File: src/pkg/tlc_pkg.sv
/*
  test-loop message codec package: type codes, field widths, field encodings,
  discriminator and message structs.
  assumes: single clock domain, synchronous active-high reset.
*/
package tlc_pkg;

  // ***************************************************************
  // field widths
  // ***************************************************************
  localparam int DISC_W   = 3;    // protocol discriminator width
  localparam int TYPE_W   = 5;    // message type width
  localparam int LOOP_W   = 5;    // loopback type width
  localparam int CONF_W   = 2;    // confirm status width
  localparam int IDENT_W  = 60;   // equipment identity width
  localparam int PWR_W    = 4;    // power class width
  localparam int RXC_W    = 2;    // receiver category width
  localparam int CAP_W    = 24;   // terminal capability width
  localparam int UNIT_W   = 128;  // longest unit with discriminator
  localparam int LEN_W    = 8;    // bit count width

  // ***************************************************************
  // discriminator and type codes
  // ***************************************************************
  localparam logic [DISC_W-1:0] DISC_TEST_LOOP = 3'h7;
  localparam logic [TYPE_W-1:0] CMD_CLOSE_LOOP = 5'h04;
  localparam logic [TYPE_W-1:0] CMD_OPEN_LOOP  = 5'h07;
  localparam logic [TYPE_W-1:0] CMD_CONFIRM_TM = 5'h0E;
  localparam logic [TYPE_W-1:0] CMD_END_TM     = 5'h10;
  localparam logic [TYPE_W-1:0] RSP_LOOP_CLOSED = 5'h05;
  localparam logic [TYPE_W-1:0] RSP_LOOP_OPENED = 5'h08;
  localparam logic [TYPE_W-1:0] RSP_TM_CONFIRM  = 5'h0F;
  localparam logic [TYPE_W-1:0] RSP_TM_ENDED    = 5'h11;

  // ***************************************************************
  // field encodings
  // ***************************************************************
  localparam logic [CONF_W-1:0] CONF_ACTIVE      = 2'h0;
  localparam logic [CONF_W-1:0] CONF_NOT_SET     = 2'h1;
  localparam logic [CONF_W-1:0] CONF_UNSUPPORTED = 2'h2;
  localparam logic [RXC_W-1:0]  RXC_A = 2'h0;
  localparam logic [RXC_W-1:0]  RXC_B = 2'h1;
  localparam logic [RXC_W-1:0]  RXC_E = 2'h2;
  localparam logic [LOOP_W-1:0] LOOP_NO_ERASURE = 5'h01;
  localparam logic [LOOP_W-1:0] LOOP_ERASURE    = 5'h02;
  localparam logic [2:0]        PWR_CLASS_MIN = 3'h1;
  localparam logic [2:0]        PWR_CLASS_MAX = 3'h5;
  localparam int                PWR_REDUCED_BIT = 3;

  // ***************************************************************
  // unit lengths in bits, discriminator included
  // ***************************************************************
  localparam logic [LEN_W-1:0] LEN_SHORT = 8'h08;  // 3 + 5
  localparam logic [LEN_W-1:0] LEN_LOOP  = 8'h0D;  // 3 + 5 + 5
  localparam logic [LEN_W-1:0] LEN_CONF  = 8'h64;  // 3 + 5 + 2 + 60 + 4 + 2 + 24
  localparam logic [LEN_W-1:0] LEN_MIN_RX = 8'h08;

  // ***************************************************************
  // carriers
  // ***************************************************************
  typedef struct packed {
    logic [IDENT_W-1:0] identity;    // equipment identity number
    logic [2:0]         pwr_class;   // class 1..5
    logic               pwr_reduced; // reduced-power variant
    logic [RXC_W-1:0]   rx_cat;      // receiver category
    logic [CAP_W-1:0]   capability;  // terminal capability
    logic               tm_supported;// test mode supported
    logic               tm_active;   // test mode set
  } tlc_terminal_type;

  typedef struct packed {
    logic [UNIT_W-1:0] bits;  // msb-aligned unit, first bit at top
    logic [LEN_W-1:0]  len;   // valid bit count
  } tlc_unit_type;

endpackage

File: src/tlc_codec.sv
/*
  test-loop message codec: decodes a downlink unit, builds the matching
  uplink confirmation and shifts it out msb first.
  assumes: rx unit is msb-aligned with its bit count; link layer sends
  the tx bits in basic frames without a check sequence.
*/
`timescale 1ns/1ps
`default_nettype none
// Contract
// - confirm status 00 active, 01 unset, 10 unsupported
// - full power classes coded 0001 to 0101
// - reduced variants set top bit, 1001-1101
// - replies tagged with four uplink codes
// - receiver category 00 A, 01 B, 10 E
// - unit begins with discriminator 111
// - no frame check sequence added or checked
// - units handed down to link layer unchanged
// - no control of rf loopback mode
// - each command answered by matching confirmation
// - loop closed echoes received loopback type
// - loopback type 00001 plain, 00010 erasure
// - confirmation field order type to capability
module tlc_codec (
  // clock and reset
  input  wire logic                     clk_sys,
  input  wire logic                     reset,
  // received unit from link layer
  input  wire logic                     rx_valid,
  input  wire tlc_pkg::tlc_unit_type    rx_unit,
  // terminal configuration
  input  wire tlc_pkg::tlc_terminal_type term_cfg,
  // transmit bits to link layer
  output logic                          tx_bit,
  output logic                          tx_bit_valid,
  output logic                          tx_bit_last,
  // status
  output logic                          rx_ready,
  output logic                          loop_closed,
  output logic [tlc_pkg::LOOP_W-1:0]    loop_type,
  output logic                          erasure_ind,
  output logic                          drop_pulse
);
  typedef enum logic [1:0] {ST_IDLE, ST_LOAD, ST_SEND} tlc_state_type;

  // ***************************************************************
  // state
  // ***************************************************************
  tlc_state_type             st_reg, st_next;         // control state
  tlc_pkg::tlc_unit_type     tx_reg, tx_next;         // built reply
  logic                      lc_reg, lc_next;         // loop closed
  logic [tlc_pkg::LOOP_W-1:0] lt_reg, lt_next;        // loopback type
  logic                      er_reg, er_next;         // erasure indication
  logic                      dr_reg, dr_next;         // drop pulse
  logic                      rdy_reg, rdy_next;       // ready for unit
  logic                      ser_busy;                // serializer busy
  logic                      ser_bit, ser_valid, ser_last;
  logic                      load;                    // start shift
  logic [tlc_pkg::DISC_W-1:0] rx_disc;                // received discriminator
  logic [tlc_pkg::TYPE_W-1:0] rx_type;                // received type
  logic [tlc_pkg::LOOP_W-1:0] rx_loop;                // received loopback type
  logic [tlc_pkg::CONF_W-1:0] conf;                   // confirm status
  logic [tlc_pkg::PWR_W-1:0]  pwr;                    // power class code

  // ***************************************************************
  // field extraction, msb-aligned
  // ***************************************************************
  assign rx_disc = rx_unit.bits[tlc_pkg::UNIT_W-1 -: tlc_pkg::DISC_W];
  assign rx_type = rx_unit.bits[tlc_pkg::UNIT_W-1-tlc_pkg::DISC_W -: tlc_pkg::TYPE_W];
  assign rx_loop = rx_unit.bits[tlc_pkg::UNIT_W-1-tlc_pkg::DISC_W-tlc_pkg::TYPE_W
                                -: tlc_pkg::LOOP_W];

  // ***************************************************************
  // field encoders
  // ***************************************************************
  always_comb begin
    // confirm status encoding
    if (!term_cfg.tm_supported) begin
      conf = tlc_pkg::CONF_UNSUPPORTED;
    end else if (term_cfg.tm_active) begin
      conf = tlc_pkg::CONF_ACTIVE;
    end else begin
      conf = tlc_pkg::CONF_NOT_SET;
    end
    // power class: low bits class, top bit reduced variant
    pwr = {term_cfg.pwr_reduced, term_cfg.pwr_class};
    if (term_cfg.pwr_class < tlc_pkg::PWR_CLASS_MIN) begin
      pwr[2:0] = tlc_pkg::PWR_CLASS_MIN;
    end else if (term_cfg.pwr_class > tlc_pkg::PWR_CLASS_MAX) begin
      pwr[2:0] = tlc_pkg::PWR_CLASS_MAX;
    end
  end

  // ***************************************************************
  // command decode and reply build
  // ***************************************************************
  always_comb begin
    st_next  = st_reg;
    tx_next  = tx_reg;
    lc_next  = lc_reg;
    lt_next  = lt_reg;
    er_next  = er_reg;
    dr_next  = 1'b0;
    rdy_next = rdy_reg;
    case (st_reg)
      ST_IDLE: begin
        rdy_next = 1'b1;
        if (rx_valid && rdy_reg) begin
          rdy_next = 1'b0;
          st_next  = ST_LOAD;
          tx_next.bits = '0;
          // no check sequence is looked for or stripped
          if (rx_disc != tlc_pkg::DISC_TEST_LOOP || rx_unit.len < tlc_pkg::LEN_MIN_RX) begin
            // not a test-loop unit, or shorter than LEN_MIN_RX
            dr_next  = 1'b1;
            st_next  = ST_IDLE;
            rdy_next = 1'b1;
          end else begin
            case (rx_type) // downlink codes
              tlc_pkg::CMD_CLOSE_LOOP: begin
                // echo loopback type
                tx_next.bits[tlc_pkg::UNIT_W-1 -: 13] =
                  {tlc_pkg::DISC_TEST_LOOP, tlc_pkg::RSP_LOOP_CLOSED, rx_loop};
                tx_next.len = tlc_pkg::LEN_LOOP;
                lc_next = 1'b1;
                lt_next = rx_loop;
                er_next = (rx_loop == tlc_pkg::LOOP_ERASURE);
              end
              tlc_pkg::CMD_OPEN_LOOP: begin
                tx_next.bits[tlc_pkg::UNIT_W-1 -: 8] =
                  {tlc_pkg::DISC_TEST_LOOP, tlc_pkg::RSP_LOOP_OPENED};
                tx_next.len = tlc_pkg::LEN_SHORT;
                lc_next = 1'b0;
                er_next = 1'b0;
              end
              tlc_pkg::CMD_CONFIRM_TM: begin
                // type, status, identity, power, category, capability
                tx_next.bits[tlc_pkg::UNIT_W-1 -: 100] =
                  {tlc_pkg::DISC_TEST_LOOP, tlc_pkg::RSP_TM_CONFIRM, conf,
                   term_cfg.identity, pwr, term_cfg.rx_cat, term_cfg.capability};
                tx_next.len = tlc_pkg::LEN_CONF;
              end
              tlc_pkg::CMD_END_TM: begin
                tx_next.bits[tlc_pkg::UNIT_W-1 -: 8] =
                  {tlc_pkg::DISC_TEST_LOOP, tlc_pkg::RSP_TM_ENDED};
                tx_next.len = tlc_pkg::LEN_SHORT;
                lc_next = 1'b0;
                er_next = 1'b0;
              end
              default: begin
                // unknown type: silent discard
                dr_next  = 1'b1;
                st_next  = ST_IDLE;
                rdy_next = 1'b1;
              end
            endcase
          end
        end
      end
      ST_LOAD: begin
        st_next = ST_SEND;
      end
      ST_SEND: begin
        // reply bits go to link layer as built
        if (!ser_busy) begin
          st_next  = ST_IDLE;
          rdy_next = 1'b1;
        end
      end
      default: begin
        st_next = ST_IDLE;
      end
    endcase
  end

  assign load = (st_reg == ST_LOAD);

  // ***************************************************************
  // registers
  // ***************************************************************
  always_ff @(posedge clk_sys) begin
    if (reset) begin
      st_reg  <= ST_IDLE;
      tx_reg  <= '0;
      lc_reg  <= 1'b0;
      lt_reg  <= '0;
      er_reg  <= 1'b0;
      dr_reg  <= 1'b0;
      rdy_reg <= 1'b0;
    end else begin
      st_reg  <= st_next;
      tx_reg  <= tx_next;
      lc_reg  <= lc_next;
      lt_reg  <= lt_next;
      er_reg  <= er_next;
      dr_reg  <= dr_next;
      rdy_reg <= rdy_next;
    end
  end

  // ***************************************************************
  // serializer
  // ***************************************************************
  tlc_serializer u_ser (
    .clk_sys   (clk_sys),
    .reset     (reset),
    .load      (load),
    .unit_in   (tx_reg),
    .busy      (ser_busy),
    .bit_out   (ser_bit),
    .bit_valid (ser_valid),
    .bit_last  (ser_last)
  );

  // ***************************************************************
  // outputs; loop state only, no rf loopback control
  // ***************************************************************
  assign tx_bit       = ser_bit;
  assign tx_bit_valid = ser_valid;
  assign tx_bit_last  = ser_last;
  assign rx_ready     = rdy_reg;
  assign loop_closed  = lc_reg;
  assign loop_type    = lt_reg;
  assign erasure_ind  = er_reg;
  assign drop_pulse   = dr_reg;
endmodule
`default_nettype wire

File: src/tlc_serializer.sv
/*
  msb-first bit serializer for one link unit.
  assumes: load only while idle; consumer takes a bit each bit_valid cycle.
*/
`timescale 1ns/1ps
`default_nettype none
module tlc_serializer (
  // clock and reset
  input  wire logic                 clk_sys,
  input  wire logic                 reset,
  // unit in
  input  wire logic                 load,
  input  wire tlc_pkg::tlc_unit_type unit_in,
  // bits out
  output logic                      busy,
  output logic                      bit_out,
  output logic                      bit_valid,
  output logic                      bit_last
);
  logic [tlc_pkg::UNIT_W-1:0] sh_reg, sh_next;   // shift register
  logic [tlc_pkg::LEN_W-1:0]  cnt_reg, cnt_next; // bits left
  logic                       b_reg, b_next;
  logic                       v_reg, v_next;
  logic                       l_reg, l_next;

  // ***************************************************************
  // next state
  // ***************************************************************
  always_comb begin
    sh_next  = sh_reg;
    cnt_next = cnt_reg;
    b_next   = 1'b0;
    v_next   = 1'b0;
    l_next   = 1'b0;
    if (load && cnt_reg == '0) begin
      // capture unit
      sh_next  = unit_in.bits;
      cnt_next = unit_in.len;
    end else if (cnt_reg != '0) begin
      // emit top bit, no padding between fields
      b_next   = sh_reg[tlc_pkg::UNIT_W-1];
      v_next   = 1'b1;
      l_next   = (cnt_reg == 8'h01);
      sh_next  = {sh_reg[tlc_pkg::UNIT_W-2:0], 1'b0};
      cnt_next = cnt_reg - 8'h01;
    end
  end

  // ***************************************************************
  // registers
  // ***************************************************************
  always_ff @(posedge clk_sys) begin
    if (reset) begin
      sh_reg  <= '0;
      cnt_reg <= '0;
      b_reg   <= 1'b0;
      v_reg   <= 1'b0;
      l_reg   <= 1'b0;
    end else begin
      sh_reg  <= sh_next;
      cnt_reg <= cnt_next;
      b_reg   <= b_next;
      v_reg   <= v_next;
      l_reg   <= l_next;
    end
  end

  assign busy      = (cnt_reg != '0) || v_reg;
  assign bit_out   = b_reg;
  assign bit_valid = v_reg;
  assign bit_last  = l_reg;
endmodule
`default_nettype wire

File: config.mk
export PLATFORM = sky130hd
export DESIGN_NAME = tlc_codec
export DESIGN_NICKNAME = d
export VERILOG_FILES = /design/src/pkg/tlc_pkg.sv /design/src/tlc_codec.sv /design/src/tlc_serializer.sv
export SDC_FILE = /design/constraint.sdc
export NUM_CORES = 1
export LEC_CHECK = 0
export ABC_CLOCK_PERIOD_IN_PS = 2020
export BUFFER_PORTS_ARGS = -buffer_cell sky130_fd_sc_hd__buf_4
export CAP_MARGIN = 20
export CORE_UTILIZATION = 45
export CTS_BUF_LIST = sky130_fd_sc_hd__clkbuf_4 sky130_fd_sc_hd__clkbuf_8
export CTS_CLUSTER_DIAMETER = 40
export DETAILED_ROUTE_END_ITERATION = 8
export MAX_ROUTING_LAYER = met4
export PLACE_DENSITY = 0.69
export REMOVE_ABC_BUFFERS = 1
export SLEW_MARGIN = 40
export SYNTH_ARGS = -nofsm -noshare
export SYNTH_HDL_FRONTEND = slang
export SYNTH_SLANG_ARGS = --single-unit
File: constraint.sdc
create_clock -name clk_sys -period 2.02 [get_ports clk_sys]
set_input_delay 0.404 -clock clk_sys [delete_from_list [all_inputs] [get_ports clk_sys]]
set_output_delay 0.404 -clock clk_sys [all_outputs]
set_load 0.05 [all_outputs]
Yosys cells after proc, flatten, opt, wreduce, memory -nomap -nowiden --
Index checks and enable logic that the tools add are counted.
Word-level totals: bits of input ports 231, word-level logic and storage cells 80, output and inout port bits 12, flip-flop bits (word level) 258
Operators by class: mux-type cells 26, add/sub/neg operators 1, equal/unequal tests 11, bitwise gates (word level) 4, magnitude comparators 3, reductions and logical operators 22
Operator list (count):
- $mux 128 | 2
- $mux 100 | 1
- $mux 87 | 1
- $pmux 8 s4 | 1
- $pmux 8 s3 | 1
- $mux 8 | 2
- $reduce_and 4->1 | 3
- $eq 5x3->1 const B | 2
- $pmux 5 s2 | 1
- $eq 8x1->1 const B | 1
- $logic_not 8->1 | 1
- $lt 8x4->1 const B | 1
- $mux 1 | 8
- $reduce_bool 8->1 | 1
- $sub 8x1->8 const B | 1
- $mux 2 | 3
- $mux 3 | 2
- $pmux 1 s2 | 3
- $pmux 2 s3 | 1
- $reduce_and 2->1 | 3
- $reduce_bool 2->1 | 3
- $reduce_or 3->1 | 2
- $eq 5x2->1 const B | 1
- $eq 5x4->1 const B | 1
- 14 further kinds | 21

Depth between registers and ports, before layout --
Gate-level depths: netlist (run 1).
depth in word-level cells 6, gate-level depth with buffers 9, depth with buffers taken out 6

Cells and area by module --
A second synthesis (run 1) with hierarchy kept.
Second synthesis, totals: cell total of the unflattened synthesis 980, area total of the unflattened synthesis 10216.0 um2
Modules (own cells, without submodules):
- tlc_serializer | seq. area each 2782.7 um2, area each 6371.1 um2, cells an instance 651, instances 1
- tlc_codec | seq. area each 2262.2 um2, area each 3844.9 um2, cells an instance 329, instances 1

Worst setup path after synthesis (run 1) --
Ideal clock, no wire load.
kind register to register, from register rdy_reg (netlist: rx_ready), to register tx_reg[116] (netlist bit), library setup time 0.059 ns, required time 1.961 ns, path buffers 3, cell stages (with the launch flop) 8, arrival 1.864 ns, slack 0.098 ns, period minus slack after synthesis 1.922 ns, path through dfxtp_1 > nand4bb_4 > a2111oi_4 > and2_1 > buf_2 > buf_4 > buf_4 > a22o_1
Between the ends: word-level cells in the longest chain between the ends 2
RTL lines:
- from (decl) | line tlc_codec.sv:54 | logic rdy_reg, rdy_next;
- from (signal assigned) | line tlc_codec.sv:196 | rdy_reg <= rdy_next;
- $logic_and 1x1->1 | line tlc_codec.sv:107 | if (rx_valid && rdy_reg) begin
- $reduce_and 2->1 (no line)
- to (signal assigned) | line tlc_codec.sv:191 | tx_reg <= tx_next;
- to (decl) | line tlc_codec.sv:49 | tlc_pkg::tlc_unit_type tx_reg, tx_next;
No other way between the ends. A chain may end at the register's enable or synchronous reset.

Worst setup path after layout (run 1) --
from register u_ser.cnt_reg[0] (netlist bit), to register u_ser.sh_reg[97] (netlist bit)
Between the ends: word-level cells in the longest chain between the ends 3, elaborated cells between the ends (all ways) 5, those cells by class mux (1); reduce/logical (4)
RTL lines:
- from (decl) | line tlc_serializer.sv:21 | logic [tlc_pkg::LEN_W-1:0] cnt_reg, cnt_next;
- from (signal assigned) | line tlc_serializer.sv:61 | cnt_reg <= cnt_next;
- $logic_not 8->1 | line tlc_serializer.sv:35 | if (load && cnt_reg == '0) begin
- $logic_and 1x1->1 | line tlc_serializer.sv:35
- $mux 128 or $reduce_bool 2->1 (tied branches)
- to (signal assigned) | line tlc_serializer.sv:60 | sh_reg <= sh_next;
- to (decl) | line tlc_serializer.sv:20 | logic [tlc_pkg::UNIT_W-1:0] sh_reg, sh_next;
Several ways; a longest one is shown, not always the timed one.

==> results of run 1 <==
## power groups by stage
stage | logic [mW] | registers [mW] | clock network, mW
finish | 3.74 | 5.33 | 4.38
global route | 4.19 | 5.39 | 4.68
floorplan | 1.76 | 5.42 | 0
CTS | 3.45 | 5.32 | 4.48
global placement | 3.34 | 5.39 | 0
detailed placement | 3.43 | 5.40 | 0
## worst max-delay path, stage by stage, from the launching register on
cell                        delay (ps)
sky130_fd_sc_hd__dfxtp_1           400
sky130_fd_sc_hd__inv_1              80
sky130_fd_sc_hd__ha_1              250
sky130_fd_sc_hd__nor3b_4           170
sky130_fd_sc_hd__and2_4            220
sky130_fd_sc_hd__buf_4             160
sky130_fd_sc_hd__clkbuf_16         200
sky130_fd_sc_hd__a311oi_1          270
## through the flow
step                      setup slack (ps)  total power [mW]  TNS, ps
after floorplan                      -3117             7.175  -506590
after global placement               166.6             8.731        0
after detailed placement             101.1             8.829        0
after CTS                            112.3             13.25        0
after global routing                 8.201             14.27        0
final                                153.6             13.44        0
## repair_timing
item                       CTS  global route
setup buffers                0             1
setup endpoints to repair    0            20
gates resized for setup      0             4
## kinds of logic after synthesis
logic type / Yosys count / synth area share (%)
simple gates: 376 / 18.28
compound gates: 236 / 23.39
flops: 224 / 51.67
buf+inv: 91 / 5.205
xor+xnor: 7 / 0.7065
mux: 4 / 0.4614
fa+ha+maj: 2 / 0.2883
## cell type report
| cell class | instances | area [um^2] |
|---|---|---|
| well taps | 260 | 325.3 |
| inverters | 7 | 26.28 |
| multi-input cells | 625 | 3782 |
| flip-flops and latches | 224 | 4484 |
| fillers | 1720 | 8030 |
| clock buffers | 61 | 783.3 |
| clock inverters | 8 | 65.06 |
| repair buffers | 151 | 1334 |
## routing by layer
layer	wire length, um	vias up	global-route usage, %
met1	9857	3384	27.18
met5	0	-	-
met4	346	0	6.465
met3	946	29	4.178
li1	-	3592	-
met2	9021	165	31.13
## path summary, 6_finish.rpt
path / slack [ps] / end / start
hold / removal: 90 / tx_reg[39] / term_cfg[5]
setup / recovery: 150 / u_ser.sh_reg[97] / u_ser.cnt_reg[0]
hold reg to reg: 460 / tx_reg[130] / tx_reg[130]
setup reg to reg: 150 / u_ser.sh_reg[97] / u_ser.cnt_reg[0]
## cells in the final DEF (no fill, tap or decap), types with 3 or more instances in the layout
cell	instances
sky130_fd_sc_hd__buf_12	10
sky130_fd_sc_hd__a221o_1	3
sky130_fd_sc_hd__buf_4	137
sky130_fd_sc_hd__and3_1	6
sky130_fd_sc_hd__a22o_1	84
sky130_fd_sc_hd__dfxtp_1	224
sky130_fd_sc_hd__o31ai_1	3
sky130_fd_sc_hd__mux2i_1	4
sky130_fd_sc_hd__nand2_1	208
sky130_fd_sc_hd__and2_1	6
sky130_fd_sc_hd__a21oi_1	15
sky130_fd_sc_hd__nor3_1	7
sky130_fd_sc_hd__nand3_1	14
sky130_fd_sc_hd__a311oi_2	11
sky130_fd_sc_hd__a211oi_1	7
sky130_fd_sc_hd__xnor2_1	5
sky130_fd_sc_hd__nand4_1	3
sky130_fd_sc_hd__a311oi_1	85
sky130_fd_sc_hd__inv_1	7
sky130_fd_sc_hd__nor2_1	112
sky130_fd_sc_hd__clkinv_2	7
sky130_fd_sc_hd__o21ai_0	10
sky130_fd_sc_hd__a22oi_1	3
sky130_fd_sc_hd__o211ai_1	4
sky130_fd_sc_hd__clkbuf_8	52
sky130_fd_sc_hd__clkbuf_4	9
==> parameters.txt, run 1 <==
Parameter                              Value

Run status
  Result of the run    completed

Layout
  Count of nets after finishing    around 1,300
  Number of antenna repair diodes    0
  Fraction of final layout cells with drive strength greater than 1    22.49%
  Final core utilization    57.36%
  Layout overhead on the synthesized area    24.45%
  Largest register FFs    102
  Count of placed standard cells in the final layout, fillers left out    1,336
  Layout Cell Area excl Fill    about 11,000 um^2

Worst setup path
  Startpoint kind of the worst setup timing path    register
  Arrival time of data at the critical path endpoint    2290 ps
  Setup CP Type    register to register
  Reg2reg path depth    7
  Highest fanout seen on the critical path    33
  Setup crit end kind    register
  Data required time of the worst path    2440 ps

STA
  Upper clock frequency limit    0.5358 GHz
  Setup repair after global routing missed its margin    no
  Final-report setup violation count    0
  Fraction of the cycle the final worst path needs    92.40%
  Final-report max-slew violation count    0
  Final critical delay including setup and external delays    1866 ps
  Tightest Pin Transition    507.9 ps
  Worst hold slack    89.62 ps
  Worst clock skew on the final layout    between 20 and 25 ps
  Number of hold violations in the final report    0
  Worst slew margin    66.14%

Power
  Share of total power in sequential cells    39.6%
  Power share of the combinational group    27.8%
  Leakage dissipation    about 4 nW
  Switching share of power    31.41%
  Power Dens Cells    between 1000 and 1500 nW/um^2
  Cell Int Power    9.220 mW
  NetSw    4.223 mW
  Clock power share    ~33%
  VDD IR-drop max    0.0005823 V

CTS
  CTS tree    yes
  CTS clock-pin slew for the worst setup and hold paths    60 ps
  Hold buffer count at CTS    0
  Buffers from clock root to sink, at most    3
  Number of clock sinks seen by CTS    224
  H-tree depth    2
  Number of buffers created by CTS    38
  Buffer cell driving the clock tree root    sky130_fd_sc_hd__clkbuf_8
  Clk Latency, worst-skew pair    approximately 520 ps

Route
  Initial detailed-routing violation count    about 430
  Remaining number of nets flagged by the antenna check after routing    0
  Vias per Instance    5.367
  Routed wirelength normalized by instance count    between 15 and 20 um
  Number of detailed-route iterations in the first pass    5
  DRC viols    0
  Overall routed net length    20.17 mm
  Via count    between 7,000 and 8,000

GRT
  Largest net degree at the start of global routing    between 70 and 80
  Number of global-route vias before repair    6,639
  Overall Global Routing Usage    20.44%
  Number of antenna violations at the first check in global routing    0
  Wire length of the first global-routing pass    32.42 mm
  Grt total ovfl    0

Floorplan
  Core area    18,830 um^2
  Io pins    between 200 and 250
  Row Count    50
  Horizontal die dimension    between 100 and 150 um
  Area enclosed by the die boundary    19,840 um^2
  Die boundary height    140.9 um
  Effective utilization at floorplan    around 46%

Yosys
  Cells taking the most area after synthesis    sky130_fd_sc_hd__dfxtp_1 (52%), sky130_fd_sc_hd__nand2_1 (9.0%), sky130_fd_sc_hd__a311oi_1 (8.7%)
  Number of enable flip-flop cells after synthesis    0
  Post-synthesis cell type with the largest combined area    sky130_fd_sc_hd__dfxtp_1
  Yosys cell types    47
  Synthesized flop and latch total    224
  Post-synthesis instance total    940
  Syn Std Cell Area    8678 um^2
  Share of the synthesized area in the top cell type    51.67%
  Dominant synthesized flop cell    sky130_fd_sc_hd__dfxtp_1
  Sequential share of the synthesized area    51.67%
  Most numerous cell types in the synthesized netlist    sky130_fd_sc_hd__dfxtp_1 (224), sky130_fd_sc_hd__nand2_1 (208), sky130_fd_sc_hd__nor2_1 (113)
  Proportion of synthesized flip-flops having asynchronous set or reset    0%
  Most common cell in the synthesized netlist    sky130_fd_sc_hd__dfxtp_1
  Mean Syn Cell Area    roughly 9.2 um^2
  Warnings, synthesis    0

Placement
  Post-placement cell count    around 1,300
  Number of buffer cells added on primary ports    124
  Final HPWL from detailed placement    approximately 12 mm
  Instance area after placement    9867 um^2
  Weighted congestion at the end of routability-driven global placement    about 0.8

Flow run
  Max-cap violations    0

Worst hold path
  Number of cells on the worst hold path    2
  Worst Hold Class    primary input to register
Note: power is estimated with default switching activity, not from simulation.
==> inputs of run 2 (changes only) <==
- ABC_CLOCK_PERIOD_IN_PS: 2020 -> 1750
- CORE_MARGIN: default -> 3
- GPL_TIMING_DRIVEN: default -> 0
- clock period: 2.02 -> 1.75 ns (I/O delays scaled with it)
==> parameters.txt, run 2 (synthesis results as in run 1) <==
Parameter                              Value

Run status
  Result of the run    finished, violations left (was completed)
  Violations in the final reports    negative setup slack

Placement
  Pre-CTS WS    -1191 ps (was 101.1 ps)
  Instance area after placement    9915 um^2 (was 9867 um^2)
  Weighted congestion at the end of routability-driven global placement    0.8235 (was 0.7892)
  Final HPWL from detailed placement    12.16 mm (was 11.80 mm)
  Number of buffer cells added on primary ports    124 (unchanged)
  Post-placement cell count    1,257 (was 1,264)

Floorplan
  Die boundary height    144.9 um (was 140.9 um)
  Horizontal die dimension    144.9 um (was 140.9 um)
  Core area    18,830 um^2 (unchanged)
  Area enclosed by the die boundary    20,990 um^2 (was 19,840 um^2)
  Io pins    243 (unchanged)
  Row Count    50 (unchanged)
  Effective utilization at floorplan    46.09% (unchanged)

STA
  Upper clock frequency limit    0.5635 GHz (was 0.5358 GHz)
  Final-report setup violation count    10 (was 0)
  Worst hold slack    21.42 ps (was 89.62 ps)
  Fraction of the cycle the final worst path needs    101.4% (was 92.40%)
  Tightest Pin Transition    516.9 ps (was 507.9 ps)
  Worst clock skew on the final layout    16.26 ps (was 21.73 ps)
  Final-report max-slew violation count    0 (unchanged)
  Crit path setup slack, layout    -24.66 ps (was 153.6 ps)
  Setup repair after global routing missed its margin    yes (was no)
  Final critical delay including setup and external delays    1775 ps (was 1866 ps)
  Worst slew margin    65.28% (was 66.14%)
  Setup total negative slack    -102.3 ps (was 0 ps)
  Number of hold violations in the final report    0 (unchanged)

Layout
  Leading cell type in the layout, fill and taps excluded    sky130_fd_sc_hd__dfxtp_1 (unchanged)
  Layout Cell Area excl Fill    12,160 um^2 (was 10,800 um^2)
  Multi-input gate area    4021 um^2 (was 3782 um^2)
  Number of antenna repair diodes    0 (unchanged)
  Count of placed standard cells in the final layout, fillers left out    1,399 (was 1,336)
  Most used cells in the layout excluding fill and tap cells    sky130_fd_sc_hd__dfxtp_1 (219), sky130_fd_sc_hd__nand2_1 (207), sky130_fd_sc_hd__buf_4 (154) (was sky130_fd_sc_hd__dfxtp_1 (224), sky130_fd_sc_hd__nand2_1 (208), sky130_fd_sc_hd__buf_4 (137))
  Layout overhead on the synthesized area    40.11% (was 24.45%)
  Area taken by flip-flops and latches    4498 um^2 (was 4484 um^2)
  Fraction of final layout cells with drive strength greater than 1    30.11% (was 22.49%)
  Largest register FFs    102 (unchanged)
  Count of nets after finishing    1,346 (was 1,280)
  Total of fill cells in the finished design    1,540 (was 1,720)

Worst setup path
  Data required time of the worst path    2180 ps (was 2440 ps)
  Highest fanout seen on the critical path    7 (was 33)
  Setup CP Type    register to register (unchanged)
  Slack of the worst reg-to-reg path    -20 ps (was 150 ps)
  Startpoint kind of the worst setup timing path    register (unchanged)
  Arrival time of data at the critical path endpoint    2200 ps (was 2290 ps)
  Setup crit end kind    register (unchanged)

GRT
  Number of antenna violations at the first check in global routing    0 (unchanged)
  Overall Global Routing Usage    22.58% (was 20.44%)
  Largest net degree at the start of global routing    129 (was 76)
  Number of global-route vias before repair    7,293 (was 6,639)
  Wire length of the first global-routing pass    37.40 mm (was 32.42 mm)
  Grt total ovfl    0 (unchanged)

CTS
  H-tree depth    2 (unchanged)
  Buffer cell driving the clock tree root    sky130_fd_sc_hd__clkbuf_8 (unchanged)
  Buffers from clock root to sink, at most    3 (unchanged)
  CTS tree    yes (unchanged)
  Number of clock sinks seen by CTS    224 (unchanged)
  Number of buffers created by CTS    41 (was 38)
  CTS clock-pin slew for the worst setup and hold paths    60 ps (about the same)
  Clk Latency, worst-skew pair    540 ps (was 520 ps)

Route
  Remaining number of nets flagged by the antenna check after routing    0 (unchanged)
  Overall routed net length    24.92 mm (was 20.17 mm)
  DRC viols    0 (unchanged)
  Vias per Instance    5.543 (was 5.367)
  Routed wirelength normalized by instance count    17.81 um (was 15.10 um)
  Number of detailed-route iterations in the first pass    5 (unchanged)
  Initial detailed-routing violation count    477 (was 431)
  Via count    7,755 (was 7,170)

Power
  Leakage dissipation    4.582 nW (was 4.001 nW)
  VDD IR-drop max    0.0006557 V (was 0.0005823 V)
  Power Dens Cells    1539 nW/um^2 (was 1245 nW/um^2)

Flow run
  Max-cap violations    0 (unchanged)

Worst hold path
  Worst Hold Class    primary input to register (unchanged)
==> run 2: path summary, 6_finish.rpt <==
check,cells past startpoint,startpoint,to
worst max-delay path,10,u_ser.cnt_reg[1],u_ser.sh_reg[63]
worst min-delay path,2,term_cfg[60],tx_reg[94]
worst max register to register,10,u_ser.cnt_reg[1],u_ser.sh_reg[63]
worst min register to register,2,tx_reg[134],tx_reg[134]
==> run 2: layout make-up <==
class | instances | share of cell area [%]
Sequential cell | 224 | 36.99
Multi-Input combinational cell | 629 | 33.07
Timing Repair Buffer | 210 | 19.91
Clock buffer | 63 | 6.411
Tap cell | 260 | 2.675
Clock inverter | 6 | 0.6997
Inverter | 7 | 0.2367
==> run 2: through the flow <==
step | power [mW] | util (%)
after global routing | 19.67 | 64.57
after floorplan | 7.971 | -
final | 18.71 | 64.57
after global placement | 8.067 | 50.50
after CTS | 17.66 | 61.95
after detailed placement | 10.05 | 52.65
==> run 2: metal layers <==
layer,global-route usage (%),share of wire (%)
met5,-,0
met2,35.07,47
met4,6.431,1.7
met1,30.18,45
met3,4.338,5.5
==> run 2: worst max-delay path: stages, from the launching register on <==
cell                       delay [ps]
sky130_fd_sc_hd__dfxtp_2          320
sky130_fd_sc_hd__inv_2             80
sky130_fd_sc_hd__ha_4             130
sky130_fd_sc_hd__nor3b_4          190
sky130_fd_sc_hd__and2_4           200
sky130_fd_sc_hd__buf_12           120
sky130_fd_sc_hd__buf_16           110
sky130_fd_sc_hd__buf_12           130
sky130_fd_sc_hd__buf_16           130
sky130_fd_sc_hd__nor2_2            30
sky130_fd_sc_hd__a311oi_1         210
==> run 2: repair_timing <==
action,CTS,global route
gates cloned,17,9
setup buffers,30,14
hold endpoints to repair,4,0
setup endpoints to repair,193,189
gates resized for setup,47,45
pin swaps,18,53
hold buffers,4,0
==> run 2: power by group <==
part | switching, mW | total (mW) | internal, mW
Combinational | 3.52 | 7.29 | 3.77
Clock | 2.11 | 5.22 | 3.11
Sequential | 0.406 | 6.20 | 5.79
Total | 6.04 | 18.7 | 12.7
